<file path="src/core/osb_pkg.sv">
// Functional notes
// - Power status bits in frames two, three.
// - Both supplies normal: send 11.
// - Backup battery bad only: send 10.
// - Primary bad, backup normal: send 01.
// - Both supplies bad: send 00.
// - Power function unused: both bits one.
// - Test-mode bit in frame four.
// - Test-mode bit one normal, zero testing.
// - Local channel maintenance means test mode.
// - Test-mode function unused: send one.
// - Frame five carries cold-start-only capability.
package osb_pkg;

  // ----------------------------------------------------------------
  // Multiframe layout, basic frames counted from zero.
  // ----------------------------------------------------------------
  localparam int unsigned MF_FRAMES  = 8;
  localparam int unsigned BF_IDX_W   = 3;
  localparam logic [2:0]  BF_PS_1ST  = 3'h1;
  localparam logic [2:0]  BF_PS_2ND  = 3'h2;
  localparam logic [2:0]  BF_TEST    = 3'h3;
  localparam logic [2:0]  BF_COLD    = 3'h4;
  localparam logic [2:0]  BF_ACT_REQ = 3'h6;

  // ----------------------------------------------------------------
  // Values and reset states.
  // ----------------------------------------------------------------
  localparam logic [1:0]  PS_ALL_OK    = 2'h3;
  localparam logic [1:0]  PS_BACKUP_BAD = 2'h2;
  localparam logic [1:0]  PS_PRIMARY_BAD = 2'h1;
  localparam logic [1:0]  PS_DYING     = 2'h0;
  localparam logic        SPARE_IDLE   = 1'h1;
  localparam logic        ACT_REQ_RST  = 1'h0;
  localparam int unsigned SYNC_STAGES  = 2;

  // Status carried from the pins to the per-multiframe snapshot.
  typedef struct packed {
    logic primary_ok;
    logic backup_ok;
    logic test_active;
  } osb_status_t;

  localparam osb_status_t STATUS_RST = '{primary_ok: 1'h1, backup_ok: 1'h1, test_active: 1'h0};

endpackage : osb_pkg

</file>
<file path="src/core/osb_mapper.sv">
`timescale 1ns/1ps
`default_nettype none
module osb_mapper #(
  parameter int unsigned FRAMES = osb_pkg::MF_FRAMES
) (
  input  wire logic       ref_clk_i,
  input  wire logic       srst_i,
  input  wire logic       clk_en_i,
  input  wire logic       mf_start_i,
  input  wire logic [2:0] tx_bf_idx_i,
  input  wire logic       term_synced_state_i,
  input  wire logic       ps_func_en_i,
  input  wire logic       tm_func_en_i,
  input  wire logic       cold_start_only_flag_i,
  input  wire logic       primary_ok_i,
  input  wire logic       backup_ok_i,
  input  wire logic       maint_d_i,
  input  wire logic       maint_b1_i,
  input  wire logic       maint_b2_i,
  input  wire logic       rx_ovh_valid_i,
  input  wire logic [2:0] rx_bf_idx_i,
  input  wire logic       rx_ovh_bit_i,
  output logic            fourth_overhead_bit_o,
  output logic            power_status_first_o,
  output logic            power_status_second_o,
  output logic            test_mode_flag_o,
  output logic            t_if_act_req_o
);

  initial begin
    if (FRAMES != osb_pkg::MF_FRAMES) begin
      $error("osb_mapper: the multiframe must hold eight basic frames");
    end
  end

  // ----------------------------------------------------------------
  // Pin synchronisers.
  // ----------------------------------------------------------------
  logic [4:0]          pins_raw;
  logic [4:0]          pins_sync;
  osb_pkg::osb_status_t live_status;
  osb_pkg::osb_status_t snap_reg;
  logic [1:0]          ps_code;
  logic                test_flag;
  logic                ovh_next;

  assign pins_raw = {primary_ok_i, backup_ok_i, maint_d_i, maint_b1_i, maint_b2_i};

  osb_sync #(
    .WIDTH (5)
  ) u_sync (
    .ref_clk_i (ref_clk_i),
    .srst_i    (srst_i),
    .clk_en_i  (clk_en_i),
    .async_i   (pins_raw),
    .sync_o    (pins_sync)
  );

  always_comb begin
    live_status.primary_ok  = pins_sync[4];
    live_status.backup_ok   = pins_sync[3];
    live_status.test_active = |pins_sync[2:0];
  end

  // ----------------------------------------------------------------
  // Snapshot per multiframe.
  // ----------------------------------------------------------------
  // Sampling only at the boundary keeps the two power bits of one
  // multiframe coherent even if a supply flips between frames.
  // boundary snapshot
  always_ff @(posedge ref_clk_i) begin
    if (srst_i) begin
      snap_reg <= osb_pkg::STATUS_RST;
    end else if (clk_en_i && mf_start_i) begin
      snap_reg <= live_status;
    end
  end

  function automatic logic [1:0] power_code(input osb_pkg::osb_status_t s);
    logic [1:0] code;
    code = osb_pkg::PS_DYING;
    unique case ({s.primary_ok, s.backup_ok})
      2'h3: code = osb_pkg::PS_ALL_OK;
      2'h2: code = osb_pkg::PS_BACKUP_BAD;
      2'h1: code = osb_pkg::PS_PRIMARY_BAD;
      2'h0: code = osb_pkg::PS_DYING;
    endcase
    return code;
  endfunction

  assign ps_code = (ps_func_en_i && term_synced_state_i) ? power_code(snap_reg)
                                                         : osb_pkg::PS_ALL_OK;
  assign test_flag = (tm_func_en_i && term_synced_state_i) ? ~snap_reg.test_active
                                                           : osb_pkg::SPARE_IDLE;

  // ----------------------------------------------------------------
  // Transmit overhead bit selection.
  // ----------------------------------------------------------------
  // Frames without an assigned use send one, as an idle spare bit.
  always_comb begin
    ovh_next = osb_pkg::SPARE_IDLE;
    unique case (tx_bf_idx_i)
      osb_pkg::BF_PS_1ST: ovh_next = ps_code[1];
      osb_pkg::BF_PS_2ND: ovh_next = ps_code[0];
      osb_pkg::BF_TEST:   ovh_next = test_flag;
      osb_pkg::BF_COLD:   ovh_next = cold_start_only_flag_i;
      default:            ovh_next = osb_pkg::SPARE_IDLE;
    endcase
  end

  always_ff @(posedge ref_clk_i) begin
    if (srst_i) begin
      fourth_overhead_bit_o <= osb_pkg::SPARE_IDLE;
    end else if (clk_en_i) begin
      fourth_overhead_bit_o <= ovh_next;
    end
  end

  always_ff @(posedge ref_clk_i) begin
    if (srst_i) begin
      power_status_first_o  <= osb_pkg::PS_ALL_OK[1];
      power_status_second_o <= osb_pkg::PS_ALL_OK[0];
      test_mode_flag_o      <= osb_pkg::SPARE_IDLE;
    end else if (clk_en_i) begin
      power_status_first_o  <= ps_code[1];
      power_status_second_o <= ps_code[0];
      test_mode_flag_o      <= test_flag;
    end
  end

  // ----------------------------------------------------------------
  // Receive side: activation request from the line end.
  // ----------------------------------------------------------------
  // An unused function at the far end arrives as a steady one, which
  // simply reads as a standing request to keep the T interface up.
  // request capture
  always_ff @(posedge ref_clk_i) begin
    if (srst_i) begin
      t_if_act_req_o <= osb_pkg::ACT_REQ_RST;
    end else if (clk_en_i && rx_ovh_valid_i && (rx_bf_idx_i == osb_pkg::BF_ACT_REQ)) begin
      t_if_act_req_o <= rx_ovh_bit_i;
    end
  end

  // ----------------------------------------------------------------
  // Assertions.
  // ----------------------------------------------------------------
  a_ps_first_slot: assert property (
    @(posedge ref_clk_i) disable iff (srst_i)
    clk_en_i && tx_bf_idx_i == osb_pkg::BF_PS_1ST |=> fourth_overhead_bit_o == $past(ps_code[1]))
    else $error("First power bit not sent in its frame.");

  a_ps_all_ok: assert property (
    @(posedge ref_clk_i) disable iff (srst_i)
    clk_en_i && tx_bf_idx_i == osb_pkg::BF_PS_2ND && ps_func_en_i && term_synced_state_i
      && snap_reg.primary_ok && snap_reg.backup_ok |=> fourth_overhead_bit_o)
    else $error("Second power bit not one with both supplies normal.");

  a_ps_backup_bad: assert property (
    @(posedge ref_clk_i) disable iff (srst_i)
    clk_en_i && ps_func_en_i && term_synced_state_i && snap_reg.primary_ok && !snap_reg.backup_ok
      |=> power_status_first_o && !power_status_second_o)
    else $error("Backup failure not coded as 10.");

  a_ps_primary_bad: assert property (
    @(posedge ref_clk_i) disable iff (srst_i)
    clk_en_i && ps_func_en_i && term_synced_state_i && !snap_reg.primary_ok && snap_reg.backup_ok
      |=> !power_status_first_o && power_status_second_o)
    else $error("Primary failure not coded as 01.");

  a_ps_dying: assert property (
    @(posedge ref_clk_i) disable iff (srst_i)
    clk_en_i && ps_func_en_i && term_synced_state_i && !snap_reg.primary_ok && !snap_reg.backup_ok
      |=> !power_status_first_o && !power_status_second_o)
    else $error("Double failure not coded as 00.");

  a_ps_unused_ones: assert property (
    @(posedge ref_clk_i) disable iff (srst_i)
    clk_en_i && !ps_func_en_i |=> power_status_first_o && power_status_second_o)
    else $error("Unused power function not sending ones.");

  a_test_slot: assert property (
    @(posedge ref_clk_i) disable iff (srst_i)
    clk_en_i && tx_bf_idx_i == osb_pkg::BF_TEST |=> fourth_overhead_bit_o == $past(test_flag))
    else $error("Test-mode bit not sent in its frame.");

  a_test_polarity: assert property (
    @(posedge ref_clk_i) disable iff (srst_i)
    clk_en_i && tm_func_en_i && term_synced_state_i |=> test_mode_flag_o == !$past(snap_reg.test_active))
    else $error("Test-mode bit polarity wrong.");

  a_test_cause: assert property (
    @(posedge ref_clk_i) disable iff (srst_i)
    clk_en_i && mf_start_i && (|pins_sync[2:0]) |=> snap_reg.test_active)
    else $error("Channel maintenance not seen as test mode.");

  a_test_unused: assert property (
    @(posedge ref_clk_i) disable iff (srst_i)
    clk_en_i && !tm_func_en_i |=> test_mode_flag_o)
    else $error("Unused test-mode function not sending one.");

  a_cold_slot: assert property (
    @(posedge ref_clk_i) disable iff (srst_i)
    clk_en_i && tx_bf_idx_i == osb_pkg::BF_COLD |=> fourth_overhead_bit_o == $past(cold_start_only_flag_i))
    else $error("Capability bit not sent in frame five.");

  a_act_capture: assert property (
    @(posedge ref_clk_i) disable iff (srst_i)
    clk_en_i && rx_ovh_valid_i && rx_bf_idx_i == osb_pkg::BF_ACT_REQ |=> t_if_act_req_o == $past(rx_ovh_bit_i))
    else $error("Activation request not taken from frame seven.");

  a_snap_hold: assert property (
    @(posedge ref_clk_i) disable iff (srst_i)
    !(clk_en_i && mf_start_i) |=> $stable(snap_reg))
    else $error("Status snapshot changed inside a multiframe.");

  a_ps_second_slot: assert property (
    @(posedge ref_clk_i) disable iff (srst_i)
    clk_en_i && tx_bf_idx_i == osb_pkg::BF_PS_2ND |=> fourth_overhead_bit_o == $past(ps_code[0]))
    else $error("Second power bit not sent in its frame.");

  a_idle_spare: assert property (
    @(posedge ref_clk_i) disable iff (srst_i)
    clk_en_i && (tx_bf_idx_i == 3'h0 || tx_bf_idx_i > osb_pkg::BF_COLD) |=> fourth_overhead_bit_o)
    else $error("Unassigned frame not sending one.");

  a_ps_all_ok_first: assert property (
    @(posedge ref_clk_i) disable iff (srst_i)
    clk_en_i && tx_bf_idx_i == osb_pkg::BF_PS_1ST && ps_func_en_i && term_synced_state_i
      && snap_reg.primary_ok && snap_reg.backup_ok |=> fourth_overhead_bit_o)
    else $error("First power bit not one with both supplies normal.");

  a_ps_unused_slots: assert property (
    @(posedge ref_clk_i) disable iff (srst_i)
    clk_en_i && !ps_func_en_i && (tx_bf_idx_i == osb_pkg::BF_PS_1ST || tx_bf_idx_i == osb_pkg::BF_PS_2ND)
      |=> fourth_overhead_bit_o)
    else $error("Unused power function not sending ones on the line.");

  a_test_unused_slot: assert property (
    @(posedge ref_clk_i) disable iff (srst_i)
    clk_en_i && !tm_func_en_i && tx_bf_idx_i == osb_pkg::BF_TEST |=> fourth_overhead_bit_o)
    else $error("Unused test-mode function not sending one on the line.");

  a_test_no_cause: assert property (
    @(posedge ref_clk_i) disable iff (srst_i)
    clk_en_i && mf_start_i && !(|pins_sync[2:0]) |=> !snap_reg.test_active)
    else $error("Test mode reported without channel maintenance.");

  a_cold_zero: assert property (
    @(posedge ref_clk_i) disable iff (srst_i)
    clk_en_i && tx_bf_idx_i == osb_pkg::BF_COLD && !cold_start_only_flag_i |=> !fourth_overhead_bit_o)
    else $error("Capability bit not zero for a warm-start transceiver.");

  a_snap_source: assert property (
    @(posedge ref_clk_i) disable iff (srst_i)
    clk_en_i && mf_start_i |=> snap_reg == $past(live_status))
    else $error("Snapshot not taken from the synchronised pins.");

  a_act_hold: assert property (
    @(posedge ref_clk_i) disable iff (srst_i)
    clk_en_i && !(rx_ovh_valid_i && rx_bf_idx_i == osb_pkg::BF_ACT_REQ) |=> $stable(t_if_act_req_o))
    else $error("Activation request changed outside frame seven.");

  a_act_deact: assert property (
    @(posedge ref_clk_i) disable iff (srst_i)
    clk_en_i && rx_ovh_valid_i && rx_bf_idx_i == osb_pkg::BF_ACT_REQ && !rx_ovh_bit_i |=> !t_if_act_req_o)
    else $error("Deactivation request not taken from frame seven.");

  // A frozen enable must hold every output, or the framer would see a
  // bit that belongs to no frame.
  a_freeze_outputs: assert property (
    @(posedge ref_clk_i) disable iff (srst_i)
    !clk_en_i |=> $stable({fourth_overhead_bit_o, power_status_first_o, power_status_second_o,
                           test_mode_flag_o, t_if_act_req_o}))
    else $error("Outputs changed while the clock enable was low.");

  // Reset is checked without a disable clause, since the idle values
  // are exactly what reset must leave on the line.
  a_reset_idle: assert property (
    @(posedge ref_clk_i)
    srst_i |=> fourth_overhead_bit_o && power_status_first_o && power_status_second_o
      && test_mode_flag_o && !t_if_act_req_o)
    else $error("Outputs not at their idle values after reset.");

  // ----------------------------------------------------------------
  // Cover points for the main scenarios.
  // ----------------------------------------------------------------
  c_dying_sent: cover property (@(posedge ref_clk_i) disable iff (srst_i)
    clk_en_i && ps_func_en_i && term_synced_state_i && !snap_reg.primary_ok && !snap_reg.backup_ok);
  c_test_mode: cover property (@(posedge ref_clk_i) disable iff (srst_i)
    clk_en_i && tm_func_en_i && term_synced_state_i && snap_reg.test_active);
  c_deact_req: cover property (@(posedge ref_clk_i) disable iff (srst_i)
    t_if_act_req_o ##1 !t_if_act_req_o);
  c_act_req: cover property (@(posedge ref_clk_i) disable iff (srst_i)
    !t_if_act_req_o ##1 t_if_act_req_o);
  c_primary_out: cover property (@(posedge ref_clk_i) disable iff (srst_i)
    clk_en_i && ps_func_en_i && term_synced_state_i && !snap_reg.primary_ok && snap_reg.backup_ok);

endmodule // osb_mapper
`default_nettype wire

</file>
<file path="src/core/osb_sync.sv">
`timescale 1ns/1ps
`default_nettype none
module osb_sync #(
  parameter int unsigned WIDTH = 1
) (
  input  wire logic             ref_clk_i,
  input  wire logic             srst_i,
  input  wire logic             clk_en_i,
  input  wire logic [WIDTH-1:0] async_i,
  output logic      [WIDTH-1:0] sync_o
);

  logic [WIDTH-1:0] meta_reg;

  initial begin
    if (WIDTH < 1) begin
      $error("osb_sync: WIDTH must be at least one");
    end
  end

  // ----------------------------------------------------------------
  // Two stages; the first is read only by the second.
  // ----------------------------------------------------------------
  always_ff @(posedge ref_clk_i) begin
    if (srst_i) begin
      meta_reg <= '0;
      sync_o   <= '0;
    end else if (clk_en_i) begin
      meta_reg <= async_i;
      sync_o   <= meta_reg;
    end
  end

endmodule // osb_sync
`default_nettype wire

</file>
<file path="config.mk">
export PLATFORM = sky130hd
export DESIGN_NAME = osb_mapper
export DESIGN_NICKNAME = d
export VERILOG_FILES = /design/src/core/osb_pkg.sv /design/src/core/osb_mapper.sv /design/src/core/osb_sync.sv
export SDC_FILE = /design/constraint.sdc
export NUM_CORES = 1
export LEC_CHECK = 0
export ABC_AREA = 1
export BUFFER_PORTS_ARGS = -buffer_cell sky130_fd_sc_hd__buf_2
export CORE_MARGIN = 1.5
export CORE_UTILIZATION = 40
export DETAILED_ROUTE_END_ITERATION = 10
export MAX_ROUTING_LAYER = met4
export PLACE_DENSITY = 0.74
export SYNTH_ARGS = -nofsm -noshare
export SYNTH_HDL_FRONTEND = slang
export SYNTH_HIERARCHICAL = 1
export SYNTH_SLANG_ARGS = --single-unit
</file>
<file path="constraint.sdc">
create_clock -name ref_clk_i -period 0.8 [get_ports ref_clk_i]
set_input_delay 0.08 -clock ref_clk_i [delete_from_list [all_inputs] [get_ports ref_clk_i]]
set_output_delay 0.08 -clock ref_clk_i [all_outputs]
set_load 0.005 [all_outputs]
</file>
### Word-level counts from Yosys, hierarchy flattened

Cells that the tools add are included.

* bits in registers: 18
* bits in latches: 0
* bits in writable memories: 0
* ROM bits: 0
* output and inout bits: 5
* logic and storage cells: 30
* memories kept: 0

* add/subtract/negate cells: 0
* multipliers: 0
* div/mod/pow operators: 0
* magnitude comparators: 0
* equal/unequal tests: 8
* shift-type cells: 0
* mux-type cells: 4
* bitwise gates (word level): 1
* reductions and logical operators: 7

Operator list (number)
* 2-bit one-hot mux with 4 select lines: 1
* 3-bit by 2-bit equality test with 1-bit output, second input constant: 2
* 3-bit equality test, second input constant: 2
* 1-bit logical AND: 5
* 2-bit equality test, second input constant: 2
* 1-bit one-hot mux with 4 select lines: 1
* 3-bit by 1-bit equality test with 1-bit output, second input constant: 1
* 3-bit OR reduction: 1
* 2-bit by 1-bit equality test with 1-bit output, second input constant: 1
* 2-bit zero test: 1
* 2-bit two-way mux: 1
* 1-bit two-way mux: 1
* 1-bit inverter: 1

### Logic depth before layout (Yosys ltp)

* depth in word-level cells: 4
* mapped depth: 8

### By module

The synthesis kept the hierarchy.

By module, submodules not included
* osb_sync: times used 1, cells each 63, area an instance 419.2 um2, sequential area each 200.2 um2
* osb_mapper: times used 1, cells each 61, area an instance 384.1 um2, sequential area each 160.2 um2

### Least setup slack after synthesis

OpenSTA, ideal clock, no wires.

* path type: reg2reg
* start: reg snap_reg[0] in the netlist's numbering
* end: reg fourth_overhead_bit_o
* arrival time: 0.683 ns
* setup slack: 0.002 ns
* cell stages (with the launch flop): 8
* buffers on the path: 0
* period minus slack after synthesis: 0.798 ns
* cells stage by stage: dfxtp_1 -> nand2_1 -> nor2_1 -> nor2_1 -> nor2_1 -> nand2_1 -> nand2_1 -> nand2_1

* cells in the longest elaborated chain, start to end: 3

Ends and longest elaborated chain
* from (decl): line osb_mapper.sv:42 `osb_pkg::osb_status_t snap_reg;`
* from (signal assigned): line osb_mapper.sv:73 `snap_reg <= osb_pkg::STATUS_RST;`
* from (signal assigned): line osb_mapper.sv:75 `snap_reg <= live_status;`
* 1-bit inverter: line osb_mapper.sv:93 `assign test_flag = (tm_func_en_i && term_synced_state_i) ? ~snap_reg.test_active`
* 1-bit two-way mux: line osb_mapper.sv:93
* 1-bit one-hot mux with 4 select lines: line osb_mapper.sv:102 `unique case (tx_bf_idx_i)`
* to (signal assigned): line osb_mapper.sv:113 `fourth_overhead_bit_o <= osb_pkg::SPARE_IDLE;`
* to (signal assigned): line osb_mapper.sv:115 `fourth_overhead_bit_o <= ovh_next;`
* to (decl): line osb_mapper.sv:23 `output logic fourth_overhead_bit_o,`

Every way passes these cells.
A chain may end at the register's enable or synchronous reset.

### Worst setup path in the final report

Same ends and word-level chain as after synthesis.

==> flow_metrics.env <==
export IMPL_first_pass_iters=4
export IMPL_cts_tree="built"
export IMPL_synth_cells=124
export IMPL_io_pins=26
export IMPL_clockRootBuffer="clkbuf_4"
export IMPL_layout_min_cycle_time_ps=882
export IMPL_whs_ps=37.4
export IMPL_synth_top_family_by_area="simple AND/OR/NAND/NOR gates"
export IMPL_synthDistinctLibCells=13
export IMPL_min_from="rx_ovh_bit_i"
export IMPL_path_max_fanout=2
export IMPL_nFillCells=187
export IMPL_skew_ps=1.42
export IMPL_cts_hold_buf=0
export IMPL_yosys_area_share_simple_pct=36.1
export IMPL_setup_violations=6
export IMPL_grt_max_degree=11
export IMPL_grt_use_met2_pct=29.1
export IMPL_io_buffers=25
export IMPL_die_h_um=47.8
export IMPL_grt_total_usage_pct=16.3
export IMPL_yosysWarnings=6
export IMPL_timing_rr_start="snap_reg[0]$_SDFFE_PP0P_"
export IMPL_drv_slew=0
export IMPL_busiest_layer="met2"
export IMPL_tightest_slew_ps=262
export IMPL_dieArea_um2=2290
export IMPL_core_region_area_um2=1920
export IMPL_dieWidth_um=47.8
export IMPL_initialDrtViolationCount=9
export IMPL_syn_area_um2=803
export IMPL_hp_class="in2reg"
export IMPL_muxShareOfSynthArea_pct=0
export IMPL_p_total_mw=1.81
export IMPL_grtUsageMet3_pct=5.66
export IMPL_ys_seq_elements=18
export IMPL_synth_compound_area_share_pct=6.85
export IMPL_hold_viol=0
export IMPL_start_util_pct=41.8
export IMPL_dpl_hpwl_um=1140
export IMPL_drc_errors=0
export IMPL_vias_per_cell=4.34
export IMPL_end_kind="flop"
export IMPL_grt_pass1_vias=657
export IMPL_fmax_mhz=1130
export IMPL_place_gp_congestion=0.786
export IMPL_clk_pin_slew_worst_paths_ps=100
export IMPL_synth_xor_area_share_pct=0
export IMPL_drive_above_1_share_pct=28.8
export IMPL_required_ps=1000
export IMPL_power_density_nw_per_um2=1740
export IMPL_critPathLaunchType="flop"
export IMPL_ir_worst_vdd_mv=0.973
export IMPL_nets=178
export IMPL_htreeDepth=1
export IMPL_cts_inserted_buffers=3
export IMPL_failed_checks="negative setup slack"
export IMPL_finalCritPeriodShare_pct=110
export IMPL_maxSlewHeadroom_pct=82.4
export IMPL_rsz0062_at_grt="true"
export IMPL_synth_nets=145
export IMPL_status="finished, violations left"
export IMPL_clock_path_buffers=2
export IMPL_fin_ws_ps=-81.5
export IMPL_layout_common_cells="34 x nand2_1, 27 x nor2_1, 23 x buf_2, 19 x inv_1, 12 x dfxtp_1"
export IMPL_vias=794
export IMPL_worst_r2r_setup_slack_ps=-80
export IMPL_ant_nets=0
export IMPL_mostFrequentLayoutCell="nand2_1"
export IMPL_wl_per_cell_um=8.26
export IMPL_crit_arrival_ps=1080
export IMPL_area_delta_synth_final_pct=29.6
export IMPL_num_rows=16
export IMPL_antenna_found_initial=0
export IMPL_wirelength_um=1510
export IMPL_crit_type="reg2reg"
export IMPL_synth_fa_ha_area_share_pct=0
export IMPL_postSynthAreaPerCell_um2=6.48
export IMPL_antenna_cells=0
export IMPL_drv_cap=0
export IMPL_cts_sinks=18
export IMPL_grt_overflow_total=0
export IMPL_met1_usage_pct=16.5
export IMPL_grt_pass1_wl_um=2490
export IMPL_clk_latency_ps=290
export IMPL_ys_seq_area_share_pct=44.9
export IMPL_startpoint="snap_reg[0]$_SDFFE_PP0P_"
export IMPL_p_leak_nw=0.565
-- synthesized netlist by cell type --
cell / instances / share of area [%]
a21oi_1: 5 / 3.1
buf_6: 2 / 2.8
clkinv_1: 1 / 0.47
dfxtp_1: 18 / 45
inv_1: 19 / 8.9
nand2_1: 35 / 16
nand3_1: 4 / 2.5
nand4_1: 1 / 0.78
nor2_1: 29 / 14
nor2_2: 2 / 1.6
nor2b_1: 1 / 0.78
nor3_1: 1 / 0.62
o21ai_0: 6 / 3.7
-- where the power goes --
part | internal (mW) | switching, mW
Combinational | 0.130 | 0.142
Clock | 0.277 | 0.279
Sequential | 0.957 | 0.0292
Total | 1.36 | 0.450
-- layout make-up --
cell class / instances / area [um^2] / share of cell area [%]
clock buffer: 4 / 36.3 / 3.49
inverter: 20 / 75.1 / 7.21
multi-input combinational: 84 / 353 / 33.9
sequential: 18 / 368 / 35.3
tap: 27 / 33.8 / 3.25
timing repair buffer: 30 / 175 / 16.8
-- cells by family (layout without fill, tap and decap cells) --
kind of cell | count (synthesis) | in the layout
AOI/OAI and AO/OA | 11 | 11
DFF | 18 | 18
and+or+nand+nor | 73 | 73
buffers and inverters | 22 | 54
-- worst max-delay path, stage by stage (launching register included) --
cell and delay [ps]:
dfxtp_2 350, nand2_2 40, nor2_2 90, nor2_1 50, nor2_1 90, nand2_1 70, nand2_1 50, nand2_1 40
-- path summary, 6_finish.rpt --
kind | endpoint | cells after the start
worst min register to register | snap_reg[2]$_SDFFE_PP1P_ | 2
worst max-delay path | fourth_overhead_bit_o$_SDFFE_PP1P_ | 7
worst min-delay path | t_if_act_req_o$_SDFFE_PP0P_ | 3
worst max register to register | fourth_overhead_bit_o$_SDFFE_PP1P_ | 7
-- routing by layer --
| metal | wire [um] | up-vias |
|---|---|---|
| met2 | 710 | 24 |
| met4 | 9 | 0 |
| met3 | 107 | 2 |
| met5 | 0 | - |
| li1 | - | 434 |
| met1 | 683 | 334 |
-- per-stage QoR --
stage,cell area (um^2),utilization (%),instances,TNS (ps),setup WS [ps]
detailed placement,977,50.8,179,-85.6,-85.6
CTS,1020,53.1,183,-256,-106
floorplan,803,-,124,0,2.08
global route,1040,54.2,183,-436,-165
global placement,977,50.8,179,-24.4,-24.4
finish,1040,54.2,183,-160,-81.5
-- repair_timing --
| action | CTS | global route |
|---|---|---|
| buffers inserted | 0 | 0 |
| resized for setup | 5 | 6 |
| pin swaps | 0 | 0 |
| endpoints found under the hold margin | 0 | 0 |
| endpoints found under the setup margin | 6 | 7 |
No activity file was read; power rests on OpenSTA's default activity.
